**src/design/dtc_pkg.sv**
```systemverilog
// Constants and carrier types for the dual timer/counter block.
// Assumes one 40 MHz system clock and a 32-bit Avalon-MM register bus.
package dtc_pkg;
	// Register indices; byte address is four times the index
	localparam logic [7:0] IDX_TIMER_CTL = 8'h88;
	localparam logic [7:0] IDX_TIMER_MODE_CTL = 8'h89;
	localparam logic [7:0] IDX_TIMER0_LOW = 8'h8a;
	localparam logic [7:0] IDX_TIMER1_LOW = 8'h8b;
	localparam logic [7:0] IDX_TIMER0_HIGH = 8'h8c;
	localparam logic [7:0] IDX_TIMER1_HIGH = 8'h8d;
	localparam logic [7:0] IDX_CLOCK_SELECT_CTL = 8'h8e;
	localparam logic [7:0] IDX_IRQ_STATUS = 8'hf0;
	localparam logic [7:0] IDX_IRQ_CLEAR = 8'hf1;
	localparam logic [7:0] IDX_IRQ_ENABLE = 8'hf2;

	// Timer control fields
	localparam int CTL_T1_OVF = 7;
	localparam int CTL_T1_RUN = 6;
	localparam int CTL_T0_OVF = 5;
	localparam int CTL_T0_RUN = 4;
	localparam int CTL_IRQ1_DET = 3;
	localparam int CTL_IRQ1_TYPE = 2;
	localparam int CTL_IRQ0_DET = 1;
	localparam int CTL_IRQ0_TYPE = 0;

	// Mode control fields, inside each timer's nibble
	localparam int MODE_T1_BASE = 4;
	localparam int MODE_T0_BASE = 0;
	localparam int MODE_GATE = 3;
	localparam int MODE_CT = 2;
	localparam int MODE_MSEL = 0;

	// Clock select fields
	localparam int CKS_T1_DIV4 = 4;
	localparam int CKS_T0_DIV4 = 3;

	// Reset values
	localparam logic [7:0] TIMER_CTL_RST = 8'h00;
	localparam logic [7:0] TIMER_MODE_RST = 8'h00;
	localparam logic [7:0] TIMER_BYTE_RST = 8'h00;
	localparam logic [7:0] CLOCK_SELECT_RST = 8'h01;
	localparam logic [3:0] IRQ_RST = 4'h0;

	// Count clock dividers, in system clocks
	localparam logic [3:0] DIV_SLOW = 4'hc;
	localparam logic [3:0] DIV_FAST = 4'h4;

	// Mode select codes
	localparam logic [1:0] MODE_13BIT = 2'h0;
	localparam logic [1:0] MODE_16BIT = 2'h1;
	localparam logic [1:0] MODE_RELOAD = 2'h2;
	localparam logic [1:0] MODE_SPLIT = 2'h3;

	// Pins from outside the clock domain
	typedef struct packed {
		logic ext_irq_pin_b;
		logic ext_irq_pin_a;
		logic count_pin1;
		logic count_pin0;
	} dtc_pins_type;

	// One bit per interrupt source, also the status layout
	typedef struct packed {
		logic irq1;
		logic irq0;
		logic timer1;
		logic timer0;
	} dtc_src_type;

	// Result of one counting step
	typedef struct packed {
		logic [7:0] low;
		logic [7:0] high;
		logic ovf;
	} dtc_step_type;
endpackage

```
**src/design/dtc_timer_block.sv**
```systemverilog
// Two timer/counters with external interrupt detect flags.
// Assumes pins are asynchronous, vector acks come from logic on clock_i,
// and an Avalon-MM master with word addresses drives the register bus.
`timescale 1ns/100ps

// How it works
// - Counter overflow sets that timer's overflow flag, bit 7 or bit 5, save timer 1's own while timer 0 is in mode 3.
// - Overflow flag clears on vector acknowledge; software may set or clear.
// - Run bits 6 and 4 switch timer 1 and timer 0 on or off.
// - Selected edge or level on interrupt pin sets detect flag 3 or 1.
// - Edge flags clear on vector acknowledge; level flags follow the pin.
// - Trigger type bits 2 and 0 choose falling edge or low level.
// - With gating set, count only while pin high and run bit set.
// - Select bit clear counts internal clock; set counts count-pin falls.
// - Mode 00 is an 8-bit counter behind a 5-bit prescaler.
// - Mode 01 is a full 16-bit counter of high and low bytes.
// - Mode 10 is an 8-bit counter reloaded from the high byte.
// - Mode 3 splits timer 0; high byte is a timer run by timer 1.
// - Timer 1 in mode 3 stops counting.
// - Clock select 1 counts clock divided by 4, else by 12.
// - Each count is readable and writable as low and high bytes.
module dtc_timer_block
	import dtc_pkg::*;
(
	input wire logic clock_i,
	input wire logic reset_i,
	// Register bus
	input wire logic [7:0] avs_address_i,
	input wire logic avs_read_i,
	input wire logic avs_write_i,
	input wire logic [31:0] avs_writedata_i,
	input wire logic [3:0] avs_byteenable_i,
	output logic [31:0] avs_readdata_o,
	output logic avs_waitrequest_o,
	// Far side and interrupt controller
	input wire dtc_pins_type pins_i,
	input wire dtc_src_type vector_ack_i,
	output dtc_src_type flags_o,
	output logic irq_o
);

	// ------------------------------------------------------------
	// Functions
	// ------------------------------------------------------------
	function automatic dtc_step_type timer_step(
		input logic [1:0] mode,
		input logic [7:0] low,
		input logic [7:0] high,
		input logic inc
	);
		dtc_step_type s;
		logic [13:0] w13;
		logic [16:0] w16;
		logic [8:0] w8;
		s = '{low: low, high: high, ovf: 1'b0};
		w13 = {1'b0, high, low[4:0]} + 14'h0001;
		w16 = {1'b0, high, low} + 17'h00001;
		w8 = {1'b0, low} + 9'h001;
		if (inc) begin
			unique case (mode)
				MODE_13BIT: begin
					// Upper three low bits are not part of the count
					s.high = w13[12:5];
					s.low = {low[7:5], w13[4:0]};
					s.ovf = w13[13];
				end
				MODE_16BIT: begin
					s.high = w16[15:8];
					s.low = w16[7:0];
					s.ovf = w16[16];
				end
				MODE_RELOAD: begin
					s.low = w8[8] ? high : w8[7:0];
					s.ovf = w8[8];
				end
				MODE_SPLIT: begin
					// Timer 0 low byte; timer 1 is held off by the split_mode term of inc1
					s.low = w8[7:0];
					s.ovf = w8[8];
				end
			endcase
		end
		return s;
	endfunction

	// Divide-by-4 fires on counts 3, 7, 11; divide-by-12 on count 11
	function automatic logic count_tick(
		input logic fast,
		input logic [3:0] cnt
	);
		logic t;
		t = fast ? (cnt[1:0] == 2'(DIV_FAST - 4'h1)) :
			(cnt == DIV_SLOW - 4'h1);
		return t;
	endfunction

	// Timer 0 in mode 3 lends its high byte to timer 1's run bit
	function automatic logic split_mode(
		input logic [3:0] cfg
	);
		return cfg[MODE_MSEL +: 2] == MODE_SPLIT;
	endfunction

	// ------------------------------------------------------------
	// State
	// ------------------------------------------------------------
	dtc_pins_type pin_meta;
	dtc_pins_type pin_sync;
	dtc_pins_type pin_prev;
	logic [3:0] div_cnt;
	logic [3:0] next_div_cnt;
	logic [7:0] timer_ctl;
	logic [7:0] next_timer_ctl;
	logic [7:0] timer_mode_ctl;
	logic [7:0] next_timer_mode_ctl;
	logic [7:0] timer0_low_byte;
	logic [7:0] next_timer0_low_byte;
	logic [7:0] timer1_low_byte;
	logic [7:0] next_timer1_low_byte;
	logic [7:0] timer0_high_byte;
	logic [7:0] next_timer0_high_byte;
	logic [7:0] timer1_high_byte;
	logic [7:0] next_timer1_high_byte;
	logic [7:0] clock_select_ctl;
	logic [7:0] next_clock_select_ctl;
	dtc_src_type irq_status;
	dtc_src_type next_irq_status;
	dtc_src_type irq_enable;
	dtc_src_type next_irq_enable;
	logic next_irq;
	logic next_waitrequest;
	logic [31:0] next_readdata;

	// Working signals
	dtc_pins_type pin_fall;
	logic [3:0] t0_cfg;
	logic [3:0] t1_cfg;
	logic tick0;
	logic tick1;
	logic inc0;
	logic inc1;
	logic inc_split;
	logic [8:0] split_sum;
	dtc_step_type step0;
	dtc_step_type step1;
	logic ovf0;
	logic ovf1;
	logic commit;
	logic [7:0] wdata;
	dtc_src_type event_set;

	// ------------------------------------------------------------
	// Pin synchronisers and falling edges
	// ------------------------------------------------------------
	always_ff @(posedge clock_i) begin
		if (reset_i) begin
			// Idle-high reset level, so release shows no false fall
			pin_meta <= '1;
			pin_sync <= '1;
			pin_prev <= '1;
		end else begin
			pin_meta <= pins_i;
			pin_sync <= pin_meta;
			pin_prev <= pin_sync;
		end
	end

	always_comb begin
		pin_fall = pin_prev & ~pin_sync;
	end

	// ------------------------------------------------------------
	// Count clock divider
	// ------------------------------------------------------------
	always_comb begin
		// One divider serves both timers; /12 ticks are a subset of /4
		if (div_cnt == DIV_SLOW - 4'h1) begin
			next_div_cnt = 4'h0;
		end else begin
			next_div_cnt = div_cnt + 4'h1;
		end
	end

	always_ff @(posedge clock_i) begin
		if (reset_i) begin
			div_cnt <= 4'h0;
		end else begin
			div_cnt <= next_div_cnt;
		end
	end

	// ------------------------------------------------------------
	// Counting
	// ------------------------------------------------------------
	always_comb begin
		t0_cfg = timer_mode_ctl[MODE_T0_BASE +: 4];
		t1_cfg = timer_mode_ctl[MODE_T1_BASE +: 4];
		tick0 = count_tick(clock_select_ctl[CKS_T0_DIV4], div_cnt);
		tick1 = count_tick(clock_select_ctl[CKS_T1_DIV4], div_cnt);
		// Count pins are taken once per fall, after both sync stages
		inc0 = timer_ctl[CTL_T0_RUN] &
			(~t0_cfg[MODE_GATE] | pin_sync.ext_irq_pin_a) &
			(t0_cfg[MODE_CT] ? pin_fall.count_pin0 : tick0);
		inc1 = timer_ctl[CTL_T1_RUN] &
			(~t1_cfg[MODE_GATE] | pin_sync.ext_irq_pin_b) &
			(t1_cfg[MODE_CT] ? pin_fall.count_pin1 : tick1) &
			~split_mode(t1_cfg);
		// Split high byte: internal clock only, run by timer 1's bit
		inc_split = split_mode(t0_cfg) &
			timer_ctl[CTL_T1_RUN] & tick0;
		split_sum = {1'b0, timer0_high_byte} + 9'(inc_split);
		// Both timers share one step function so the modes stay alike
		step0 = timer_step(t0_cfg[MODE_MSEL +: 2], timer0_low_byte,
			timer0_high_byte, inc0);
		step1 = timer_step(t1_cfg[MODE_MSEL +: 2], timer1_low_byte,
			timer1_high_byte, inc1);
		ovf0 = step0.ovf;
		// In split mode timer 1's own overflow loses its flag
		ovf1 = (step1.ovf & ~split_mode(t0_cfg)) |
			split_sum[8];
	end

	// ------------------------------------------------------------
	// Register file next values
	// ------------------------------------------------------------
	always_comb begin
		// A write lands at the edge where waitrequest is seen low
		commit = avs_write_i & ~avs_waitrequest_o & avs_byteenable_i[0];
		wdata = avs_writedata_i[7:0];
		next_timer_mode_ctl = timer_mode_ctl;
		next_clock_select_ctl = clock_select_ctl;
		next_timer0_low_byte = step0.low;
		next_timer1_low_byte = step1.low;
		next_timer0_high_byte = split_mode(t0_cfg) ?
			split_sum[7:0] : step0.high;
		next_timer1_high_byte = step1.high;
		next_timer_ctl = timer_ctl;
		next_irq_enable = irq_enable;
		next_irq_status = irq_status;
		if (commit) begin
			// Software loads take priority over counting
			unique case (avs_address_i)
				IDX_TIMER_CTL: next_timer_ctl = wdata;
				IDX_TIMER_MODE_CTL: next_timer_mode_ctl = wdata;
				IDX_TIMER0_LOW: next_timer0_low_byte = wdata;
				IDX_TIMER1_LOW: next_timer1_low_byte = wdata;
				IDX_TIMER0_HIGH: next_timer0_high_byte = wdata;
				IDX_TIMER1_HIGH: next_timer1_high_byte = wdata;
				IDX_CLOCK_SELECT_CTL: next_clock_select_ctl = wdata;
				IDX_IRQ_ENABLE: next_irq_enable = wdata[3:0];
				IDX_IRQ_CLEAR: next_irq_status = irq_status & ~wdata[3:0];
				default: begin
				end
			endcase
		end
		// Overflow flags: ack clears, overflow sets and wins
		if (vector_ack_i.timer0) begin
			next_timer_ctl[CTL_T0_OVF] = 1'b0;
		end
		if (ovf0) begin
			next_timer_ctl[CTL_T0_OVF] = 1'b1;
		end
		if (vector_ack_i.timer1) begin
			next_timer_ctl[CTL_T1_OVF] = 1'b0;
		end
		if (ovf1) begin
			next_timer_ctl[CTL_T1_OVF] = 1'b1;
		end
		// Detect flags: type 1 is falling edge, type 0 is low level
		// Level-mode flags override software writes to them
		if (timer_ctl[CTL_IRQ0_TYPE]) begin
			if (vector_ack_i.irq0) begin
				next_timer_ctl[CTL_IRQ0_DET] = 1'b0;
			end
			if (pin_fall.ext_irq_pin_a) begin
				next_timer_ctl[CTL_IRQ0_DET] = 1'b1;
			end
		end else begin
			next_timer_ctl[CTL_IRQ0_DET] = ~pin_sync.ext_irq_pin_a;
		end
		if (timer_ctl[CTL_IRQ1_TYPE]) begin
			if (vector_ack_i.irq1) begin
				next_timer_ctl[CTL_IRQ1_DET] = 1'b0;
			end
			if (pin_fall.ext_irq_pin_b) begin
				next_timer_ctl[CTL_IRQ1_DET] = 1'b1;
			end
		end else begin
			next_timer_ctl[CTL_IRQ1_DET] = ~pin_sync.ext_irq_pin_b;
		end
		// Sticky status: a new event beats a clear in the same cycle
		event_set.timer0 = ovf0;
		event_set.timer1 = ovf1;
		event_set.irq0 = pin_fall.ext_irq_pin_a;
		event_set.irq1 = pin_fall.ext_irq_pin_b;
		next_irq_status = next_irq_status | event_set;
		next_irq = |(irq_status & irq_enable);
	end

	always_ff @(posedge clock_i) begin
		if (reset_i) begin
			timer_ctl <= TIMER_CTL_RST;
			timer_mode_ctl <= TIMER_MODE_RST;
			timer0_low_byte <= TIMER_BYTE_RST;
			timer1_low_byte <= TIMER_BYTE_RST;
			timer0_high_byte <= TIMER_BYTE_RST;
			timer1_high_byte <= TIMER_BYTE_RST;
			clock_select_ctl <= CLOCK_SELECT_RST;
			irq_status <= IRQ_RST;
			irq_enable <= IRQ_RST;
			irq_o <= 1'b0;
		end else begin
			timer_ctl <= next_timer_ctl;
			timer_mode_ctl <= next_timer_mode_ctl;
			timer0_low_byte <= next_timer0_low_byte;
			timer1_low_byte <= next_timer1_low_byte;
			timer0_high_byte <= next_timer0_high_byte;
			timer1_high_byte <= next_timer1_high_byte;
			clock_select_ctl <= next_clock_select_ctl;
			irq_status <= next_irq_status;
			irq_enable <= next_irq_enable;
			irq_o <= next_irq;
		end
	end

	// ------------------------------------------------------------
	// Flag outputs
	// ------------------------------------------------------------
	assign flags_o = '{
		irq1: timer_ctl[CTL_IRQ1_DET],
		irq0: timer_ctl[CTL_IRQ0_DET],
		timer1: timer_ctl[CTL_T1_OVF],
		timer0: timer_ctl[CTL_T0_OVF]
	};

	// ------------------------------------------------------------
	// Bus slave: one wait state on every access
	// ------------------------------------------------------------
	always_comb begin
		next_waitrequest = 1'b1;
		next_readdata = avs_readdata_o;
		if ((avs_read_i | avs_write_i) & avs_waitrequest_o) begin
			next_waitrequest = 1'b0;
		end
		// Data is taken in the wait cycle and stands with the answer
		if (avs_read_i & avs_waitrequest_o) begin
			// Unmapped and write-only locations read as zero
			next_readdata = 32'h0000_0000;
			unique case (avs_address_i)
				IDX_TIMER_CTL: next_readdata[7:0] = timer_ctl;
				IDX_TIMER_MODE_CTL: next_readdata[7:0] = timer_mode_ctl;
				IDX_TIMER0_LOW: next_readdata[7:0] = timer0_low_byte;
				IDX_TIMER1_LOW: next_readdata[7:0] = timer1_low_byte;
				IDX_TIMER0_HIGH: next_readdata[7:0] = timer0_high_byte;
				IDX_TIMER1_HIGH: next_readdata[7:0] = timer1_high_byte;
				IDX_CLOCK_SELECT_CTL: next_readdata[7:0] = clock_select_ctl;
				IDX_IRQ_STATUS: next_readdata[3:0] = irq_status;
				IDX_IRQ_ENABLE: next_readdata[3:0] = irq_enable;
				default: begin
				end
			endcase
		end
	end

	always_ff @(posedge clock_i) begin
		if (reset_i) begin
			avs_waitrequest_o <= 1'b1;
			avs_readdata_o <= 32'h0000_0000;
		end else begin
			avs_waitrequest_o <= next_waitrequest;
			avs_readdata_o <= next_readdata;
		end
	end

endmodule

```
**config.mk**
```make
export PLATFORM = sky130hd
export DESIGN_NAME = dtc_timer_block
export DESIGN_NICKNAME = d
export VERILOG_FILES = /design/src/design/dtc_pkg.sv /design/src/design/dtc_timer_block.sv
export SDC_FILE = /design/constraint.sdc
export NUM_CORES = 1
export LEC_CHECK = 0
export BUFFER_PORTS_ARGS = -buffer_cell sky130_fd_sc_hd__buf_4
export CAP_MARGIN = 20
export CORE_MARGIN = 2
export CORE_UTILIZATION = 45
export CTS_CLUSTER_DIAMETER = 200
export CTS_CLUSTER_SIZE = 40
export DETAILED_ROUTE_END_ITERATION = 12
export PLACE_DENSITY = 0.72
export SLEW_MARGIN = 0
export SYNTH_ARGS = -nofsm -noshare
export SYNTH_HDL_FRONTEND = slang
export SYNTH_SLANG_ARGS = --single-unit
```
**constraint.sdc**
```tcl
create_clock -name clock_i -period 2.15 [get_ports clock_i]
set_clock_uncertainty 0.1 [all_clocks]
set_input_delay 0.43 -clock clock_i [delete_from_list [all_inputs] [get_ports clock_i]]
set_output_delay 0.43 -clock clock_i [all_outputs]
set_load 0.005 [all_outputs]
```
==> metrics.yaml, run 1 <==
h-tree-depth: 3
cts_root_buf: "clkbuf_16"
synthTopCellsByArea: "dfxtp_1 30%, mux2i_1 5.9%, buf_4 4.2%, nor2_1 4.0%, nand2_1 3.7%"
synthCells: 704
gr-usage-met1_pct: 36.9
cts_buffer_depth: 2
rows: 41
tns_ns: 0
dp_slack_ns: -0.0648
fmax_mhz: 479
clkTransAtPathRegs_ns: 0.07
leakagePower_nw: 2.59
power.density_cell_area_nw_per_um2: 532
async_flop_share_pct: 0
ios: 94
postPlaceCellArea_sq_um: 6650
io_buffers: 42
p_sw_mw: 0.908
cts_buffers: 9
slew_headroom_pct: 66.5
avgSynthCellArea_sq_um: 8.42
core_area_sq_um: 12700
cts_tree: "done"
nets: 830
netlist_area_sq_um: 5930
yosysMostFrequentCell: "dfxtp_1"
drt-pass1-iter-count: 5
layout_min_cycle_time_ns: 2.09
peakVddDrop_uv: 316
pwr-share-comb_pct: 7.4
crit_path_max_incr_delay_ns: 0.49
hpwl_microns: 14300
drt-initial-drc-count: 609
die_x_microns: 119
total_power_mw: 3.73
instances_no_fill: 946
routedWlPerCell_microns: 20.6
globalRouteMet2Util_pct: 43.2
slowest_stage: "or4_4"
vias: 5971
antenna_cells: 0
worstSetupPathType: "reg2reg"
fin_ws_ns: 0.0639
grt_pass1_wl_microns: 30600
cp-end-kind: "flop"
ys_seq_area_share_pct: 30.4
hold_viol: 0
syn2layout_area_growth_pct: 18.1
dp.cells: 930
via_per_inst: 6.31
path_cells: "ha_1 -> buf_4 -> o21ai_4 -> or2_4 -> or4_4 -> nor3_1 -> a2111oi_2"
grt_pass1_vias: 5596
synth_top_area_cell: "dfxtp_1"
grt_use_total_pct: 27.5
start_kind: "flop"
setup_viol: 0
ys_warn_count: 0
clkPwrFrac_pct: 47.0
antenna_found_initial: 1
hold_slack_ns: 0.163
yosysUniqueCellTypes: 92
swShare_pct: 24.4
timing.rr.start: "div_cnt[0]"
final_cell_area_sq_um: 7000
cp_max_fo: 5
grt_use_met3_pct: 5.94
drc: 0
crit_start: "div_cnt[0]"
worst_slew_pin_slew_ns: 0.503
finalCritPeriodShare_pct: 97.0
synth_top_area_share_pct: 30.4
drive_above_1_share_pct: 23.4
initial_core_util_pct: 46.6
grt-busiest-layer: "met2"
min_from: "pins_i[3]"
final_util_pct: 55.0
reg2reg_slack_ns: 0.06
cp.required_ns: 2.28
p_seq_share_pct: 45.6
status: "completed"
intPower_mw: 2.82
ys_ff_latch: 90
cp.arrival_ns: 2.22
clock_latency_ns: 0.35
ant_nets: 0
crit_family: "simple AND/OR/NAND/NOR gates"
synth_edf_count: 0
hold_class: "in2reg"
numClockSinks: 90
place_congestion: 0.963
grt_max_degree: 72
final_max_slew_viol_count: 0
drt_wl_total_microns: 19500
synth_common_cells: "90 x dfxtp_1, 63 x nor2_1, 58 x nand2_1, 38 x o21ai_0, 35 x mux2i_1"
fp.dieH_microns: 119
drv_cap: 0
die-area_sq_um: 14100
overflow: 0
path_buf_inv: 1
yosys_most_used_dff: "dfxtp_1"
==> placed cells by master, fill, tap and decap left out, drive strengths merged, types with 7 or more instances in the layout <==
cell	count
a31oi	8
inv	18
nand3b	7
mux2i	35
nand3	27
or2	13
nor4	7
nand2	59
nand4	12
a211oi	9
o211ai	15
nor3	24
a311oi	10
o21ai	39
dfxtp	90
or3	12
a21oi	22
nor2	63
clkbuf	9
conb	24
nor2b	9
a22oi	9
and3	15
buf	108
==> flip-flops by register name (all words and copies together), names as in the netlist, 4 cells and up <==
signal and flops:
avs_readdata_o 8, clock_select_ctl 8, timer0_high_byte 8, timer0_low_byte 8, timer1_high_byte 8, timer1_low_byte 8, timer_ctl 8, timer_mode_ctl 8
div_cnt 4, irq_enable 4, irq_status 4, pin_meta 4, pin_prev 4, pin_sync 4
==> layout make-up <==
class / instances / area (sq um)
clock buffer: 9 / 225
fill: 1200 / 5720
multi-input combinational: 543 / 3720
inverter: 17 / 63.8
tap: 172 / 215
clock inverter: 7 / 103
timing repair buffer: 108 / 868
sequential: 90 / 1800
==> what timing repair did <==
action	4_1_cts	5_1_grt
gates resized for setup	0	6
setup buffers	0	0
hold buffers	0	0
endpoints found under the setup margin	0	5
==> final timing paths <==
kind / end / cells after the start
max: timer0_low_byte[6] / 7
min: pin_meta[3] / 2
max reg2reg: timer0_low_byte[6] / 7
min reg2reg: pin_sync[0] / 1
==> logic make-up after synthesis <==
| kind of cell | Yosys count | share of synthesized area (%) |
|---|---|---|
| buffers and inverters | 94 | 8.49 |
| flip-flops | 90 | 30.4 |
| adder cells (fa/ha/maj) | 5 | 1.06 |
| AND/OR/NAND/NOR | 282 | 27.2 |
| other | 1 | 0.0633 |
| XOR/XNOR | 7 | 1.03 |
| AO/OA/AOI/OAI | 181 | 23.4 |
| multiplexers | 44 | 8.38 |
==> worst reg2reg max path: cells and delay by family (launching register included) <==
kind | cells | cell delay, ns
adders and majority gates | 1 | 0.19
DFF | 1 | 0.36
and+or+nand+nor | 3 | 1.00
AOI/OAI and AO/OA | 2 | 0.15
buffers and inverters | 1 | 0.17
==> metal layers <==
| layer | part of all wire [%] | up-vias |
|---|---|---|
| met2 | 45 | 341 |
| met5 | 0 | - |
| met4 | 3.6 | 0 |
| met1 | 41 | 2846 |
| li1 | - | 2727 |
| met3 | 10 | 57 |
==> power by group through the flow <==
| stage | combinational (mW) | clock (mW) | sequential, mW |
|---|---|---|---|
| 2_1_floorplan | 0.170 | 0 | 1.73 |
| 3_3_place_gp | 0.264 | 0 | 1.73 |
| 3_5_place_dp | 0.269 | 0 | 1.74 |
| 4_1_cts | 0.271 | 1.77 | 1.70 |
| 5_1_grt | 0.296 | 1.83 | 1.70 |
| 6_report | 0.277 | 1.75 | 1.70 |
No activity file was read; power rests on OpenSTA's default activity.
==> inputs of run 2 (changes only) <==
Settings changed: CAP_MARGIN 20 to default, PLACE_DENSITY 0.72 to 0.68.
==> metrics.yaml, run 2 (synthesis gave the netlist of run 1 again) <==
overflow: 0  # unchanged
ios: 94  # unchanged
vias: 5988  # +0.28%
clock_latency_ns: 0.35  # about the same
cp-end-kind: "flop"
grt_max_degree: 68  # -5.6%
numClockSinks: 90  # unchanged
die_x_microns: 119  # unchanged
clkTransAtPathRegs_ns: 0.06  # about the same
grt_use_total_pct: 27.8  # +0.33 points
crit_start: "div_cnt[0]"
holdPathStages: 2  # unchanged
h-tree-depth: 3  # unchanged
nets: 837  # +0.84%
path_cells: "ha_2 -> o2111a_1 -> ha_4 -> ha_4 -> and3_1 -> nand2_1 -> and3_1 -> a311o_1"
holdBufCountCts: 0  # unchanged
hold_class: "in2reg"
met3_length_microns: 1640  # -16%
layout_common_cells: "110 x buf_4, 88 x dfxtp_1, 61 x nor2_1, 57 x nand2_1, 38 x o21ai_0"
instances_no_fill: 953  # +0.74%
cts_tree: "done"
r2r_end: "timer0_high_byte[6]"
final_util_pct: 55.9  # +0.90 points
power.density_cell_area_nw_per_um2: 516  # -3.1%
drt-met1-wl_microns: 8400  # +4.7%
layout_min_cycle_time_ns: 2.08  # -0.00240 ns
antenna_found_initial: 0  # -1
nFillCells: 1224  # +2.0%
mostFrequentLayoutCell: "buf_4"
routedWlPerCell_microns: 20.8  # +1.0%
min_from: "pins_i[3]"
grt_pass1_vias: 5611  # +0.27%
drt-initial-drc-count: 575  # -5.6%
grt_setup_unrepaired: "yes"
antenna_cells: 0  # unchanged
leakagePower_nw: 2.65  # +2.4%
finalCritPeriodShare_pct: 96.9  # -0.11 points
cp_max_fo: 3  # -2
final_max_slew_viol_count: 0  # unchanged
worstSetupPathType: "reg2reg"
timing.rr.start: "div_cnt[0]"
wl_met2_microns: 9220  # +4.7%
io_buffers: 42  # unchanged
seq_area_sq_um: 1800  # +0.14%
start_kind: "flop"
total_power_mw: 3.67  # -1.5%
drc: 0  # unchanged
reg2reg_depth: 8  # +1
initial_core_util_pct: 46.6  # unchanged
fmax_mhz: 480  # +0.12%
setup_viol: 0  # unchanged
place_congestion: 0.948  # -1.5%
core_area_sq_um: 12700  # unchanged
syn2layout_area_growth_pct: 20.0
cp.arrival_ns: 2.22  # about the same
multi_input_area_sq_um: 3800  # +2.2%
grt_pass1_wl_microns: 30700  # +0.20%
cp.required_ns: 2.29  # about the same
rows: 41  # unchanged
top_layer: "met4"
cts_buffers: 9  # unchanged
crit_path_max_incr_delay_ns: 0.36  # -0.13 ns
drt_wl_total_microns: 19800  # +1.8%
cts_root_buf: "clkbuf_16"
hold_viol: 0  # unchanged
reg2reg_slack_ns: 0.07  # about the same
cts_buffer_depth: 2  # unchanged
ant_nets: 0  # unchanged
drv_cap: 0  # unchanged
die-area_sq_um: 14100  # unchanged
holdPathEnd: "pin_meta[3]"
hpwl_microns: 14500  # +0.75%
slowest_stage: "dfxtp_1"
fp.dieH_microns: 119  # unchanged
status: "completed"
via_per_inst: 6.28  # -0.45%
dp.cells: 937  # +0.75%
drive_above_1_share_pct: 24.8  # +1.5 points
drt-pass1-iter-count: 6  # +1
peakVddDrop_uv: 395  # +25%
run 2: power breakdown:
part | switching, mW | internal, mW | total [mW]
sequential | 0.0137 | 1.69 | 1.70
clock | 0.659 | 1.03 | 1.69
combinational | 0.174 | 0.107 | 0.281
run 2: metrics by stage:
stage / TNS, ns / setup slack [ns] / hold slack (ns) / area [sq um]
3_5_place_dp: -0.0502 / -0.0403 / 0.299 / 6690
2_1_floorplan: 0 / 0.0859 / 0.289 / 6010
6_report: 0 / 0.0663 / 0.166 / 7110
4_1_cts: 0 / 0.00542 / 0.159 / 7010
3_3_place_gp: 0 / 0.0270 / 0.295 / 6690
5_1_grt: -0.0238 / -0.0238 / 0.157 / 7110
run 2: worst max path at each step:
stage / endpoint / cells after the start
6_report: timer0_high_byte[6] / 8
5_1_grt: timer0_high_byte[6] / 8
4_1_cts: timer0_high_byte[6] / 8
3_5_place_dp: timer0_low_byte[4] / 7
3_3_place_gp: timer0_low_byte[7] / 6
2_1_floorplan: timer0_high_byte[6] / 9
run 2: what timing repair did:
| item | 4_1_cts | 5_1_grt |
|---|---|---|
| pin swaps | 0 | 1 |
| resized for setup | 1 | 20 |
| setup buffers | 0 | 0 |
| endpoints found under the setup margin | 1 | 19 |
run 2: worst max-delay path, delay by kind of cell (launching register included):
family / cells / cell delay, ns
adder cells (fa/ha/maj): 3 / 0.55
AO/OA/AOI/OAI: 2 / 0.50
AND/OR/NAND/NOR: 3 / 0.47
flip-flops: 1 / 0.36
run 2: area by class of cell:
cell class / count / share of cell area (%)
Tap cell: 172 / 3.03
Multi-Input combinational cell: 543 / 53.5
Timing Repair Buffer: 115 / 12.8
Inverter: 17 / 0.897
Clock inverter: 1 / 0.422
Clock buffer: 15 / 4.05
Sequential cell: 90 / 25.4
run 2: routing by layer:
metal | track usage, % | up-vias
met5 | 0 | -
met4 | 11.1 | 0
met3 | 5.55 | 47
met2 | 44.0 | 308
met1 | 37.1 | 2899
li1 | - | 2734
==> inputs of run 3 (changes only) <==
Settings changed: CORE_MARGIN 2 to default, RECOVER_POWER from default to 25.
==> metrics.yaml, run 3 (synthesis gave the netlist of run 1 again) <==
fin_ws_ns: 0.0594  # -0.00684 ns
fmax_mhz: 478  # -0.33%
antenna_found_initial: 0  # unchanged
clock_latency_ns: 0.35  # about the same
nets: 839  # +0.24%
cts_buffer_depth: 2  # unchanged
total_power_mw: 3.65  # -0.44%
rows: 41  # unchanged
h-tree-depth: 3  # unchanged
p_seq_share_pct: 46.5  # +0.2 points
fp.dieH_microns: 117  # -1.7%
cts_tree: "done"
path_buf_inv: 0  # unchanged
overflow: 0  # unchanged
setup_viol: 0  # unchanged
crit_family: "compound AO/OA/AOI/OAI gates"
cp_max_fo: 4  # +1
final_cell_area_sq_um: 7040  # -0.95%
power.density_cell_area_nw_per_um2: 519  # +0.52%
vias: 5891  # -1.6%
peakVddDrop_uv: 392  # -0.77%
reg2reg_slack_ns: 0.06  # about the same
cp_num_cells: 6  # -2
drc: 0  # unchanged
grt_pass1_wl_microns: 29500  # -3.9%
crit_path_max_incr_delay_ns: 0.40  # +0.04 ns
slowest_stage: "o2111ai_1"
hpwl_microns: 14300  # -0.98%
cp.arrival_ns: 2.23  # about the same
hold_class: "in2reg"
grt_pass1_vias: 5394  # -3.9%
syn2layout_area_growth_pct: 18.9
grt_setup_unrepaired: "yes"
numClockSinks: 90  # unchanged
postPlaceCellArea_sq_um: 6690  # about the same
via_per_inst: 6.18  # -1.6%
drv_cap: 0  # unchanged
swShare_pct: 22.6  # -0.44 points
io_buffers: 42  # unchanged
grt_use_total_pct: 29.1  # +1.3 points
routedWlPerCell_microns: 20.0  # -3.8%
cp.required_ns: 2.29  # about the same
cts_root_buf: "clkbuf_16"
hold_viol: 0  # unchanged
instances_no_fill: 953  # unchanged
clkTransAtPathRegs_ns: 0.06  # about the same
drt_wl_total_microns: 19100  # -3.8%
drt-initial-drc-count: 498  # -13%
dp_slack_ns: -0.000951  # +0.0393 ns
clkPwrFrac_pct: 46.0  # about the same
status: "completed"
core_area_sq_um: 12700  # unchanged
path_cells: "ha_1 -> and4_1 -> and3_1 -> o2111ai_1 -> a2111oi_4 -> a311o_1"
pwr-share-comb_pct: 7.4  # -0.2 points
initial_core_util_pct: 46.6  # unchanged
p_sw_mw: 0.826  # -2.4%
cts_setup_buffers: 0  # unchanged
finalCritPeriodShare_pct: 97.2  # +0.32 points
antenna_cells: 0  # unchanged
ios: 94  # unchanged
reg2reg_depth: 6  # -2
drt-pass1-iter-count: 5  # -1
drive_above_1_share_pct: 24.7  # -0.13 points
die_x_microns: 117  # -1.7%
worstSetupPathType: "reg2reg"
dp.cells: 939  # +0.21%
intPower_mw: 2.83  # +0.14%
holdPathStages: 2  # unchanged
place_congestion: 0.916  # -3.4%
cp-end-kind: "flop"
die-area_sq_um: 13600  # -3.3%
layout_min_cycle_time_ns: 2.09  # +0.00684 ns
grt_max_degree: 72  # +5.9%
layout_common_cells: "115 x buf_4, 86 x dfxtp_1, 63 x nor2_1, 58 x nand2_1, 38 x o21ai_0"
mostFrequentLayoutCell: "buf_4"
leakagePower_nw: 2.61  # -1.4%
final_max_slew_viol_count: 0  # unchanged
start_kind: "flop"
ant_nets: 0  # unchanged
cts_buffers: 9  # unchanged
## run 3: cell types whose count changed in the layout (fill, tap and decap cells not counted), sizes merged
cell	before	now
buf	115	117
bufinv	1	2
clkbuf	15	11
clkinv	0	1
## run 3: power groups by stage
stage                     Combinational [mW]  Sequential (mW)  Clock [mW]
after global routing                   0.296             1.70        1.77
final                                  0.272             1.70        1.68
after CTS                              0.267             1.70        1.71
after global placement                 0.262             1.74           0
after floorplan                        0.170             1.73           0
after detailed placement               0.266             1.74           0
## run 3: area by class of cell
class / count / area [sq um]
clock buffers: 11 / 243
clock inverters: 3 / 65.1
fillers: 1226 / 5680
inverters: 17 / 63.8
multi-input cells: 543 / 3750
flip-flops and latches: 90 / 1810
well taps: 172 / 215
repair buffers: 117 / 903
## run 3: layer usage
layer	track usage, %	up-vias	part of all wire [%]
li1	-	2725	-
met1	37.8	2848	44
met2	46.3	271	46
met3	6.33	47	6.8
met4	12.9	0	3.3
met5	0	-	0
## run 3: stage by stage
step | hold slack (ns) | utilization, % | TNS [ns]
3_3_place_gp | 0.294 | 52.6 | -0.000391
3_5_place_dp | 0.295 | 52.6 | -0.000951
4_1_cts | 0.155 | 55.0 | 0
6_report | 0.164 | 55.4 | 0
5_1_grt | 0.158 | 55.4 | -0.0372
2_1_floorplan | 0.289 | - | 0
## run 3: path summary, 6_finish.rpt
| check | start | endpoint |
|---|---|---|
| max | timer0_low_byte[0] | timer0_high_byte[6] |
| min | vector_ack_i[0] | timer_ctl[5] |
| max reg2reg | timer0_low_byte[0] | timer0_high_byte[6] |
| min reg2reg | pin_meta[2] | pin_sync[2] |
## run 3: worst reg2reg max path, stage by stage (launching register included)
cell and delay [ns]:
dfxtp_1 0.32, ha_1 0.25, and4_1 0.25, and3_1 0.22, o2111ai_1 0.40, a2111oi_4 0.13, a311o_1 0.32
## run 3: timing repair
action	CTS	global route
resized for setup	0	11
hold buffers	0	0
setup endpoints to repair	0	7
